[config.mk]
export PLATFORM = sky130hd
export DESIGN_NAME = vic_interp
export DESIGN_NICKNAME = d
export VERILOG_FILES = /design/src/vic_pkg.sv /design/src/vic_interp.sv
export SDC_FILE = /design/constraint.sdc
export NUM_CORES = 1
export LEC_CHECK = 0
export BUFFER_PORTS_ARGS = -buffer_cell sky130_fd_sc_hd__buf_2
export CORE_UTILIZATION = 36
export DETAILED_ROUTE_END_ITERATION = 8
export GPL_ROUTABILITY_DRIVEN = 0
export HOLD_SLACK_MARGIN = 0.08
export MAX_ROUTING_LAYER = met4
export PLACE_DENSITY_LB_ADDON = 0.12
export SLEW_MARGIN = 20
export SYNTH_ARGS = -nofsm -noshare
export SYNTH_HDL_FRONTEND = slang
export SYNTH_SLANG_ARGS = --single-unit
export TNS_END_PERCENT = 100
[constraint.sdc]
create_clock -name CLK -period 2.9 [get_ports CLK]
set_input_delay 0.29 -clock CLK [delete_from_list [all_inputs] [get_ports CLK]]
set_output_delay 0.29 -clock CLK [all_outputs]
set_load 0.01 [all_outputs]
[src/vic_pkg.sv]
// Purpose: constants for the interpolated oscillator control block
// Assumes: avalon-mm register access, 32-bit data, byte addresses
// Notes:   field layout of code and divider registers chosen locally
package vic_pkg;
  localparam int          ADDR_W        = 4;
  localparam int          DATA_W        = 32;
  // register byte offsets
  localparam logic [3:0]  OFS_CONTROL   = 4'h0;
  localparam logic [3:0]  OFS_CODE      = 4'h4;
  localparam logic [3:0]  OFS_DIVIDER   = 4'h8;
  // control fields
  localparam int          RUN_BIT       = 0;
  localparam int          PREC_LO       = 1;
  localparam int          PREC_HI       = 3;
  localparam logic [2:0]  PREC_RESET    = 3'h0;
  localparam logic [4:0]  PREC_MAX_BITS = 5'h10;
  // code and divider fields
  localparam int          CODE_W        = 16;
  localparam int          DIV_W         = 16;
  localparam logic [15:0] CODE_RESET    = 16'h0000;
  localparam logic [15:0] DIV_RESET     = 16'h0000;
  localparam logic [31:0] UNMAPPED_READ = 32'h00000000;
  localparam logic        IDLE_LEVEL    = 1'b0;
  // bus answer states
  typedef enum logic [1:0] {
    BUS_IDLE = 2'b01,
    BUS_ACK  = 2'b10
  } vic_bus_t;
endpackage

[src/vic_interp.sv]
// Purpose: single-bit interpolated control output for an external vcxo
// Assumes: one clock, async active-high reset, avalon-mm slave
// Notes:   first-order accumulator modulator; one wait state per access
`timescale 1ns/1ps

////////////////////////////////////////////////////////////////////////////////
// Overview of operation
// - one-bit interpolated output, resolution programmable from 9 to 16 bits
// - output stream follows latest input code; time clock is separate input
// - each input code write is used as the new code from then on
// - control at 00h, input code at 04h, divider at 08h
// - precision bits 3-1, value 0 means 16 bits down to 7h means 9
// - precision writes ignored while run bit is 1
// - run bit at bit 0, resets 0, writable any time
module vic_interp #(
  parameter int CODE_W = vic_pkg::CODE_W,
  parameter int DIV_W  = vic_pkg::DIV_W
) (
  // clock and reset
  input  wire logic                       CLK,
  input  wire logic                       RST,
  // avalon-mm slave
  input  wire logic [vic_pkg::ADDR_W-1:0] AVS_ADDRESS,
  input  wire logic                       AVS_READ,
  input  wire logic                       AVS_WRITE,
  input  wire logic [vic_pkg::DATA_W-1:0] AVS_WRITEDATA,
  input  wire logic [3:0]                 AVS_BYTEENABLE,
  output logic      [vic_pkg::DATA_W-1:0] AVS_READDATA,
  output logic                            AVS_WAITREQUEST,
  // oscillator pins
  input  wire logic                       TIME_REFERENCE_CLOCK_IN,
  output logic                            OSCILLATOR_STEER_OUT,
  output logic                            TIME_REFERENCE_CLOCK_SEEN
);

  ////////////////////////////////////////////////////////////////////////////////
  // bus slave: answers one cycle after the request
  vic_pkg::vic_bus_t        bus_q, bus_d;
  logic                     run_q, run_d;
  logic [2:0]               prec_q, prec_d;
  logic [CODE_W-1:0]        code_q, code_d;
  logic [DIV_W-1:0]         div_q, div_d;
  logic [vic_pkg::DATA_W-1:0] rdata_q, rdata_d;
  logic                     wr_go;

  // byte lanes overlay the current word, so a partial write keeps the rest
  function automatic logic [31:0] merge(input logic [31:0] old,
                                        input logic [31:0] wd,
                                        input logic [3:0]  be);
    logic [31:0] r;
    r = old;
    for (int i = 0; i < 4; i++) begin
      if (be[i]) begin
        r[i*8 +: 8] = wd[i*8 +: 8];
      end
    end
    return r;
  endfunction

  // register read view; reserved and unmapped bits read as zero
  function automatic logic [31:0] read_word(input logic [vic_pkg::ADDR_W-1:0] a,
                                            input logic                       run,
                                            input logic [2:0]                 prec,
                                            input logic [CODE_W-1:0]          code,
                                            input logic [DIV_W-1:0]           div);
    logic [31:0] w;
    w = vic_pkg::UNMAPPED_READ;
    case (a)
      vic_pkg::OFS_CONTROL: begin
        w[vic_pkg::RUN_BIT]                  = run;
        w[vic_pkg::PREC_HI:vic_pkg::PREC_LO] = prec;
      end
      vic_pkg::OFS_CODE:    w = 32'(code);
      vic_pkg::OFS_DIVIDER: w = 32'(div);
      default:              w = vic_pkg::UNMAPPED_READ;
    endcase
    return w;
  endfunction

  always_comb begin
    logic [31:0] cur;
    logic [31:0] nw;
    cur     = read_word(AVS_ADDRESS, run_q, prec_q, code_q, div_q);
    nw      = merge(cur, AVS_WRITEDATA, AVS_BYTEENABLE);
    bus_d   = bus_q;
    run_d   = run_q;
    prec_d  = prec_q;
    code_d  = code_q;
    div_d   = div_q;
    rdata_d = rdata_q;
    wr_go   = 1'b0;
    case (bus_q)
      vic_pkg::BUS_IDLE: begin
        if (AVS_READ || AVS_WRITE) begin
          bus_d = vic_pkg::BUS_ACK;
        end
        // loaded now so the word stands while waitrequest is low
        if (AVS_READ) begin
          rdata_d = cur;
        end
      end
      vic_pkg::BUS_ACK: begin
        bus_d = vic_pkg::BUS_IDLE;
        wr_go = AVS_WRITE;
        if (wr_go) begin
          case (AVS_ADDRESS)
            vic_pkg::OFS_CONTROL: begin
              run_d = nw[vic_pkg::RUN_BIT];
              if (!run_q) begin
                prec_d = nw[vic_pkg::PREC_HI:vic_pkg::PREC_LO];
              end
            end
            vic_pkg::OFS_CODE:    code_d = nw[CODE_W-1:0];
            vic_pkg::OFS_DIVIDER: div_d = nw[DIV_W-1:0];
            default: ;
          endcase
        end
      end
      default: bus_d = vic_pkg::BUS_IDLE;
    endcase
  end

  always_ff @(posedge CLK or posedge RST) begin
    if (RST) begin
      bus_q   <= vic_pkg::BUS_IDLE;
      run_q   <= 1'b0;
      prec_q  <= vic_pkg::PREC_RESET;
      code_q  <= vic_pkg::CODE_RESET;
      div_q   <= vic_pkg::DIV_RESET;
      rdata_q <= vic_pkg::UNMAPPED_READ;
    end else begin
      bus_q   <= bus_d;
      run_q   <= run_d;
      prec_q  <= prec_d;
      code_q  <= code_d;
      div_q   <= div_d;
      rdata_q <= rdata_d;
    end
  end

  // waitrequest low only in the answer cycle
  assign AVS_WAITREQUEST = (bus_q != vic_pkg::BUS_ACK);
  assign AVS_READDATA    = rdata_q;

  ////////////////////////////////////////////////////////////////////////////////
  // modulator: tick every div+1 cycles, accumulator of the top code bits
  logic [DIV_W-1:0]  tick_cnt_q, tick_cnt_d;
  logic [CODE_W-1:0] acc_q, acc_d;
  logic              out_q, out_d;
  logic [CODE_W-1:0] mask;
  logic              tick;

  // precision 0 keeps every code bit, each step drops one more lsb
  function automatic logic [CODE_W-1:0] precision_mask(input logic [2:0] p);
    logic [CODE_W-1:0] m;
    m = '1;
    return m << p;
  endfunction

  always_comb begin
    mask = precision_mask(prec_q);
  end

  always_comb begin
    logic [CODE_W:0] sum;
    sum        = {1'b0, acc_q} + {1'b0, code_q & mask};
    tick       = (tick_cnt_q == div_q);
    tick_cnt_d = tick_cnt_q + 1'b1;
    acc_d      = acc_q;
    out_d      = out_q;
    if (tick) begin
      tick_cnt_d = '0;
    end
    if (!run_q) begin
      tick_cnt_d = '0;
      acc_d      = '0;
      out_d      = vic_pkg::IDLE_LEVEL;
    end else if (tick) begin
      // carry out of the accumulator gives ones density (code & mask)/2^16
      acc_d = sum[CODE_W-1:0];
      out_d = sum[CODE_W];
    end
  end

  always_ff @(posedge CLK or posedge RST) begin
    if (RST) begin
      tick_cnt_q <= '0;
      acc_q      <= '0;
      out_q      <= vic_pkg::IDLE_LEVEL;
    end else begin
      tick_cnt_q <= tick_cnt_d;
      acc_q      <= acc_d;
      out_q      <= out_d;
    end
  end

  assign OSCILLATOR_STEER_OUT = out_q;

  ////////////////////////////////////////////////////////////////////////////////
  // time clock input: only synchronised and reported; the counter lives elsewhere
  // two flops: the pin runs from an unrelated oscillator
  logic sync1_q;
  logic sync2_q;

  always_ff @(posedge CLK or posedge RST) begin
    if (RST) begin
      sync1_q <= 1'b0;
      sync2_q <= 1'b0;
    end else begin
      sync1_q <= TIME_REFERENCE_CLOCK_IN;
      sync2_q <= sync1_q;
    end
  end

  assign TIME_REFERENCE_CLOCK_SEEN = sync2_q;

endmodule

After elaboration in Yosys (flattened, before gate mapping):

Index checks and enable logic that the tools add are counted.

* output and inout bits: 35
* input port bits: 45
* flip-flop bits (word level): 105
* word-level logic and storage cells: 43

* eq/ne operators: 8
* reduce and logical (&&, ||, !) cells: 7
* bitwise logic cells: 2
* add/sub/neg operators: 2
* shift-type cells: 1
* mux-type cells: 12

Operator list (number)
* $mux 16: 4
* $pmux 12 s2: 1
* $add 16x16->17: 1
* $add 16x1->16 const B: 1
* $and 16x16->16: 1
* $eq 16x16->1: 1
* $mux 8: 2
* $shl 16x3->16 const A: 1
* $pmux 4 s3: 1
* $reduce_and 3->1: 3
* $eq 4x3->1 const B: 1
* $eq 4x4->1 const B: 1
* $logic_not 4->1: 1
* $mux 2: 2
* $ne 2x2->1 const B: 2
* $reduce_and 4->1: 1
* $eq 2x1->1 const B: 1
* $eq 2x2->1 const B: 1
* $mux 1: 2
* $ne 2x1->1 const B: 1
* $reduce_and 2->1: 1
* $logic_or 1x1->1: 1
* $not 1->1: 1

Longest topological paths before layout:

* depth in word-level cells: 5
* gate-level depth with buffers: 10

Least setup slack after synthesis:

OpenSTA, ideal clock, no wires.

* kind: register -> register
* start: register prec_q[2]
* end: register acc_q[14]
* slack: 0.305 ns
* stages on the path, launching flop included: 11
* data arrival time: 2.474 ns
* library setup time: 0.121 ns
* path through: dfrtp_1 clkbuf_1 nor4b_1 ha_1 fa_1 a21o_1 a221oi_2 a31oi_1 a31o_2 xor2_1 a22o_2

* word-level cells in the longest chain between the ends: 5

RTL lines
* from (decl): line vic_interp.sv:40 `logic [2:0] prec_q, prec_d;`
* from (signal assigned): line vic_interp.sv:127 `prec_q <= vic_pkg::PREC_RESET;`
* from (signal assigned): line vic_interp.sv:134 `prec_q <= prec_d;`
* $shl 16x3->16: line vic_interp.sv:157 `return m << p;`
* $and 16x16->16: line vic_interp.sv:166 `sum = {1'b0, acc_q} + {1'b0, code_q & mask};`
* $add 16x16->17: line vic_interp.sv:166
* $mux 16: line vic_interp.sv:178 `end else if (tick) begin`
* $mux 16: line vic_interp.sv:174 `if (!run_q) begin`
* to (signal assigned): line vic_interp.sv:188 `acc_q <= '0;`
* to (signal assigned): line vic_interp.sv:192 `acc_q <= acc_d;`
* to (decl): line vic_interp.sv:148 `logic [CODE_W-1:0] acc_q, acc_d;`

No other way between the ends. The select of a mux whose other input is x is not followed.
A chain may end at the register's enable or synchronous reset.

Final worst setup path:

* start: register code_q[0]
* end: register acc_q[14]

* word-level cells in the longest chain between the ends: 4

RTL lines
* from (decl): line vic_interp.sv:41 `logic [CODE_W-1:0] code_q, code_d;`
* from (signal assigned): line vic_interp.sv:128 `code_q <= vic_pkg::CODE_RESET;`
* from (signal assigned): line vic_interp.sv:135 `code_q <= code_d;`
* $and 16x16->16: line vic_interp.sv:166
* $add 16x16->17: line vic_interp.sv:166
* $mux 16: line vic_interp.sv:178
* $mux 16: line vic_interp.sv:174

No other way between the ends. The select of a mux whose other input is x is not followed.

==> summary.txt <==
Placement
  • DP HPWL: 7.757 mm
  • IO Port Bufs: 45

Critical path
  • Worst path cell trace: nor4b_1 -> ha_1 -> fa_1 -> a21o_1 -> a221oi_2 -> a31oi_1 -> a31o_2 -> xor2_1 -> a22o_2
  • Slowest-stage cell, CP: fa_1
  • Critical Path Sink Type: flip-flop
  • CP delay by family, top: compound AO/OA/AOI/OAI gates
  • Reg2Reg Depth: 9
  • Crit Path Class: reg -> reg
  • Number of cells on the critical path: 9
  • Critical path launch point type: flip-flop
  • Crit path buf inv count: 0
  • Max stage delay on crit path: 410 ps
  • Worst setup path start: code_q[0]
  • R2r startpoint: code_q[0]
  • CP Max Fanout: 3
  • WP data required: 3130 ps
  • Crit path DAT: 2990 ps

Final layout
  • Area growth syn-to-layout: 12.93%
  • Share of post-route cells with drive strength above 1: 24.27%
  • Fin nets: ~570
  • Inserted Diodes: 0
  • Core Util, Final: 41.85%

Hold path
  • HP Start: AVS_WRITE
  • Hold WC Path Type: in -> reg
  • Hold Path Stages: 2

GRT
  • Total gr overflow: 0
  • Largest net degree at the start of global routing: 80
  • Vias in the first global route: 3,406
  • Global Route Usage Sum: 16.99%
  • First-pass GRT wire length: around 18 mm
  • Antenna violations before repair: 0

Detailed routing
  • Total wire length: 10.79 mm
  • Via/cell ratio: around 5.1
  • Initial DRT Pass Iterations: 6
  • Routed vias: 3,491
  • Initial detailed-routing violation count: 208
  • DRC violations left: 0
  • Average routed wire per standard cell: 15.71 um
  • Antenna violation net count after detailed routing: 0

CTS
  • Clk slew on worst S/H paths: 60 ps
  • Htree depth: 3
  • TritonCTS Sinks: 89
  • CTS buffer count: 9
  • CTS tree: done
  • Bufs on Longest Clock Path: 2
  • CTS root buf: clkbuf_16
  • Worst skew pair latency: roughly 350 ps

Floorplanning
  • Die height: 118.8 um
  • Die width: about 120 um
  • Die area: between 10,000 and 15,000 um2
  • Num rows: 42
  • I/O Pins: 80
  • Initial core utilization: 37.06%
  • Placeable Area: roughly 13,000 um2

Yosys
  • Synthesized area per cell: 10.64 um2
  • Most used DFF post-synth: dfrtp_1
  • Largest cells by area after synthesis: dfrtp_1 45%, mux2_2 7.8%, xor2_1 5.4%, ha_1 4.3%, mux2i_1 3.5%
  • Ys async rst share: 100.0%
  • Cell taking the most area after synthesis: dfrtp_1
  • Yosys cell types: 55
  • Post-Synthesis Cells: 461
  • Syn. warnings: 0
  • #FFs+latches synth: 89
  • Sequential element share of the synthesized area: a little under half
  • Top cell type's share of synthesized area: 44.88%
  • Post-synth EDFFs: 0
  • Post-Syn Area: roughly 5000 um2

Timing
  • Final max-slew violation count: 0
  • Final min period: between 2000 and 3000 ps
  • RSZ-0062 raised after global routing: false
  • Final hold violations: 0
  • F_max: 362.1 MHz
  • Relative max-transition margin: 39.31%
  • Final setup violation count: 0
  • Worst slew pin tran: between 900 and 1000 ps
  • Setup TNS: 0 ps
  • Max Clock Skew: between 10 and 15 ps
  • Final Cycle Share: 95.22%

Power and ir drop
  • Total power draw: 3.032 mW
  • PwrDens: 547.1 nW/um2
  • Max VDD drop: 297.7 uV
  • Leak Pwr: ~2.8 nW

Run
  • Max Cap Viol: 0

Outcome
  • Status: complete, no violations
final timing paths:
check	end	slack, ps
max in group asynchronous	acc_q[11]	1810
worst max-delay path	acc_q[14]	140
worst min-delay path	bus_q[1]	190
worst max register to register	acc_q[14]	140
worst min register to register	TIME_REFERENCE_CLOCK_SEEN	350
min in group asynchronous	sync1_q	410
sequential cells by signal, indices dropped and copies added, names as in the netlist:
register and cells:
code_q 16, run_q 1, div_q 16, tick_cnt_q 16, sync1_q 1, OSCILLATOR_STEER_OUT 1, acc_q 16, TIME_REFERENCE_CLOCK_SEEN 1
bus_q 2, AVS_READDATA 16, prec_q 3
per-layer routing:
metal  part of all wire (%)  track usage [%]  vias up  routed length, um
li1                       -                -     1701                  -
met1                     49            22.71     1718               5302
met2                     46            25.73       60               4979
met3                    2.8            2.172       12                299
met4                    1.9            7.595        0                209
met5                      0                -        -                  0
synth_stat cells (all sizes together), types with 3 or more instances:
library cell and n:
dfrtp 88, nand2 38, mux2 34, o21ai 31, xor2 30, buf 25, inv 25, nor2 23
ha 17, mux2i 17, a22o 14, a21oi 12, a22oi 12, xnor2 11, clkbuf 8, nand3 8
and3 7, a21o 5, nand4 5, nor4 5, a222oi 4, and2 4, nor2b 3, nor3 3
o21a 3
timing repair:
item,4_1_cts,5_1_grt
gates resized for setup,0,2
hold buffers,2,0
setup buffers,0,0
setup endpoints to repair,0,1
hold endpoints to repair,11,0
cell families (layout without fill, tap and decap cells):
kind of cell	Yosys count	in the layout	share of synthesized area, %
simple gates	106	106	10.89
compound gates	97	97	13.90
flops	89	89	45.41
buf+inv	58	93	6.400
mux	51	51	11.27
xor+xnor	41	41	7.318
fa+ha+maj	18	18	4.742
other cells	1	16	0.07642
placed cells by master (no fill, tap or decap), types with 3 or more instances in the layout:
master,netlist,final
nand3_1,8,8
o21a_1,3,3
a222oi_1,4,4
xnor2_1,11,11
dfrtp_1,88,86
a21o_1,5,5
inv_1,25,24
nor4_1,5,5
clkbuf_16,0,9
conb_1,1,16
buf_2,2,45
nand4_1,5,5
xor2_1,30,30
mux2i_1,17,17
and3_1,5,5
a22oi_1,12,12
nand2_1,38,38
a22o_2,14,14
buf_4,18,6
nor2b_1,3,3
nor3_1,3,3
nor2_1,21,21
o21ai_0,31,31
mux2_2,34,34
clkbuf_1,8,3
and2_1,4,4
ha_1,17,17
a21oi_1,12,12
report_power, final:
| group | switching, mW | total (mW) | internal [mW] |
|---|---|---|---|
| clock network | 0.469 | 1.09 | 0.620 |
| registers | 0.0887 | 1.43 | 1.34 |
| logic | 0.307 | 0.510 | 0.203 |
cell type report:
class / count / area (um2)
Fill cell: 1309 / 7701
Timing Repair Buffer: 54 / 310.3
Inverter: 25 / 95.09
Clock buffer: 14 / 264.0
Sequential cell: 89 / 2231
Multi-Input combinational cell: 329 / 2421
Tap cell: 176 / 220.2
metrics by stage:
stage | hold slack, ps | instance area [um2] | cells | worst slack (ps)
6_report | 189.0 | 5542 | 687 | 138.5
5_1_grt | 203.9 | 5542 | 687 | 34.46
4_1_cts | 176.5 | 5539 | 687 | 110.3
3_5_place_dp | 211.4 | 5255 | 671 | 124.5
3_3_place_gp | 206.3 | 5255 | 671 | 152.2
2_1_floorplan | 321.4 | 4964 | 476 | 304.5
(Power assumes the default switching activity.)
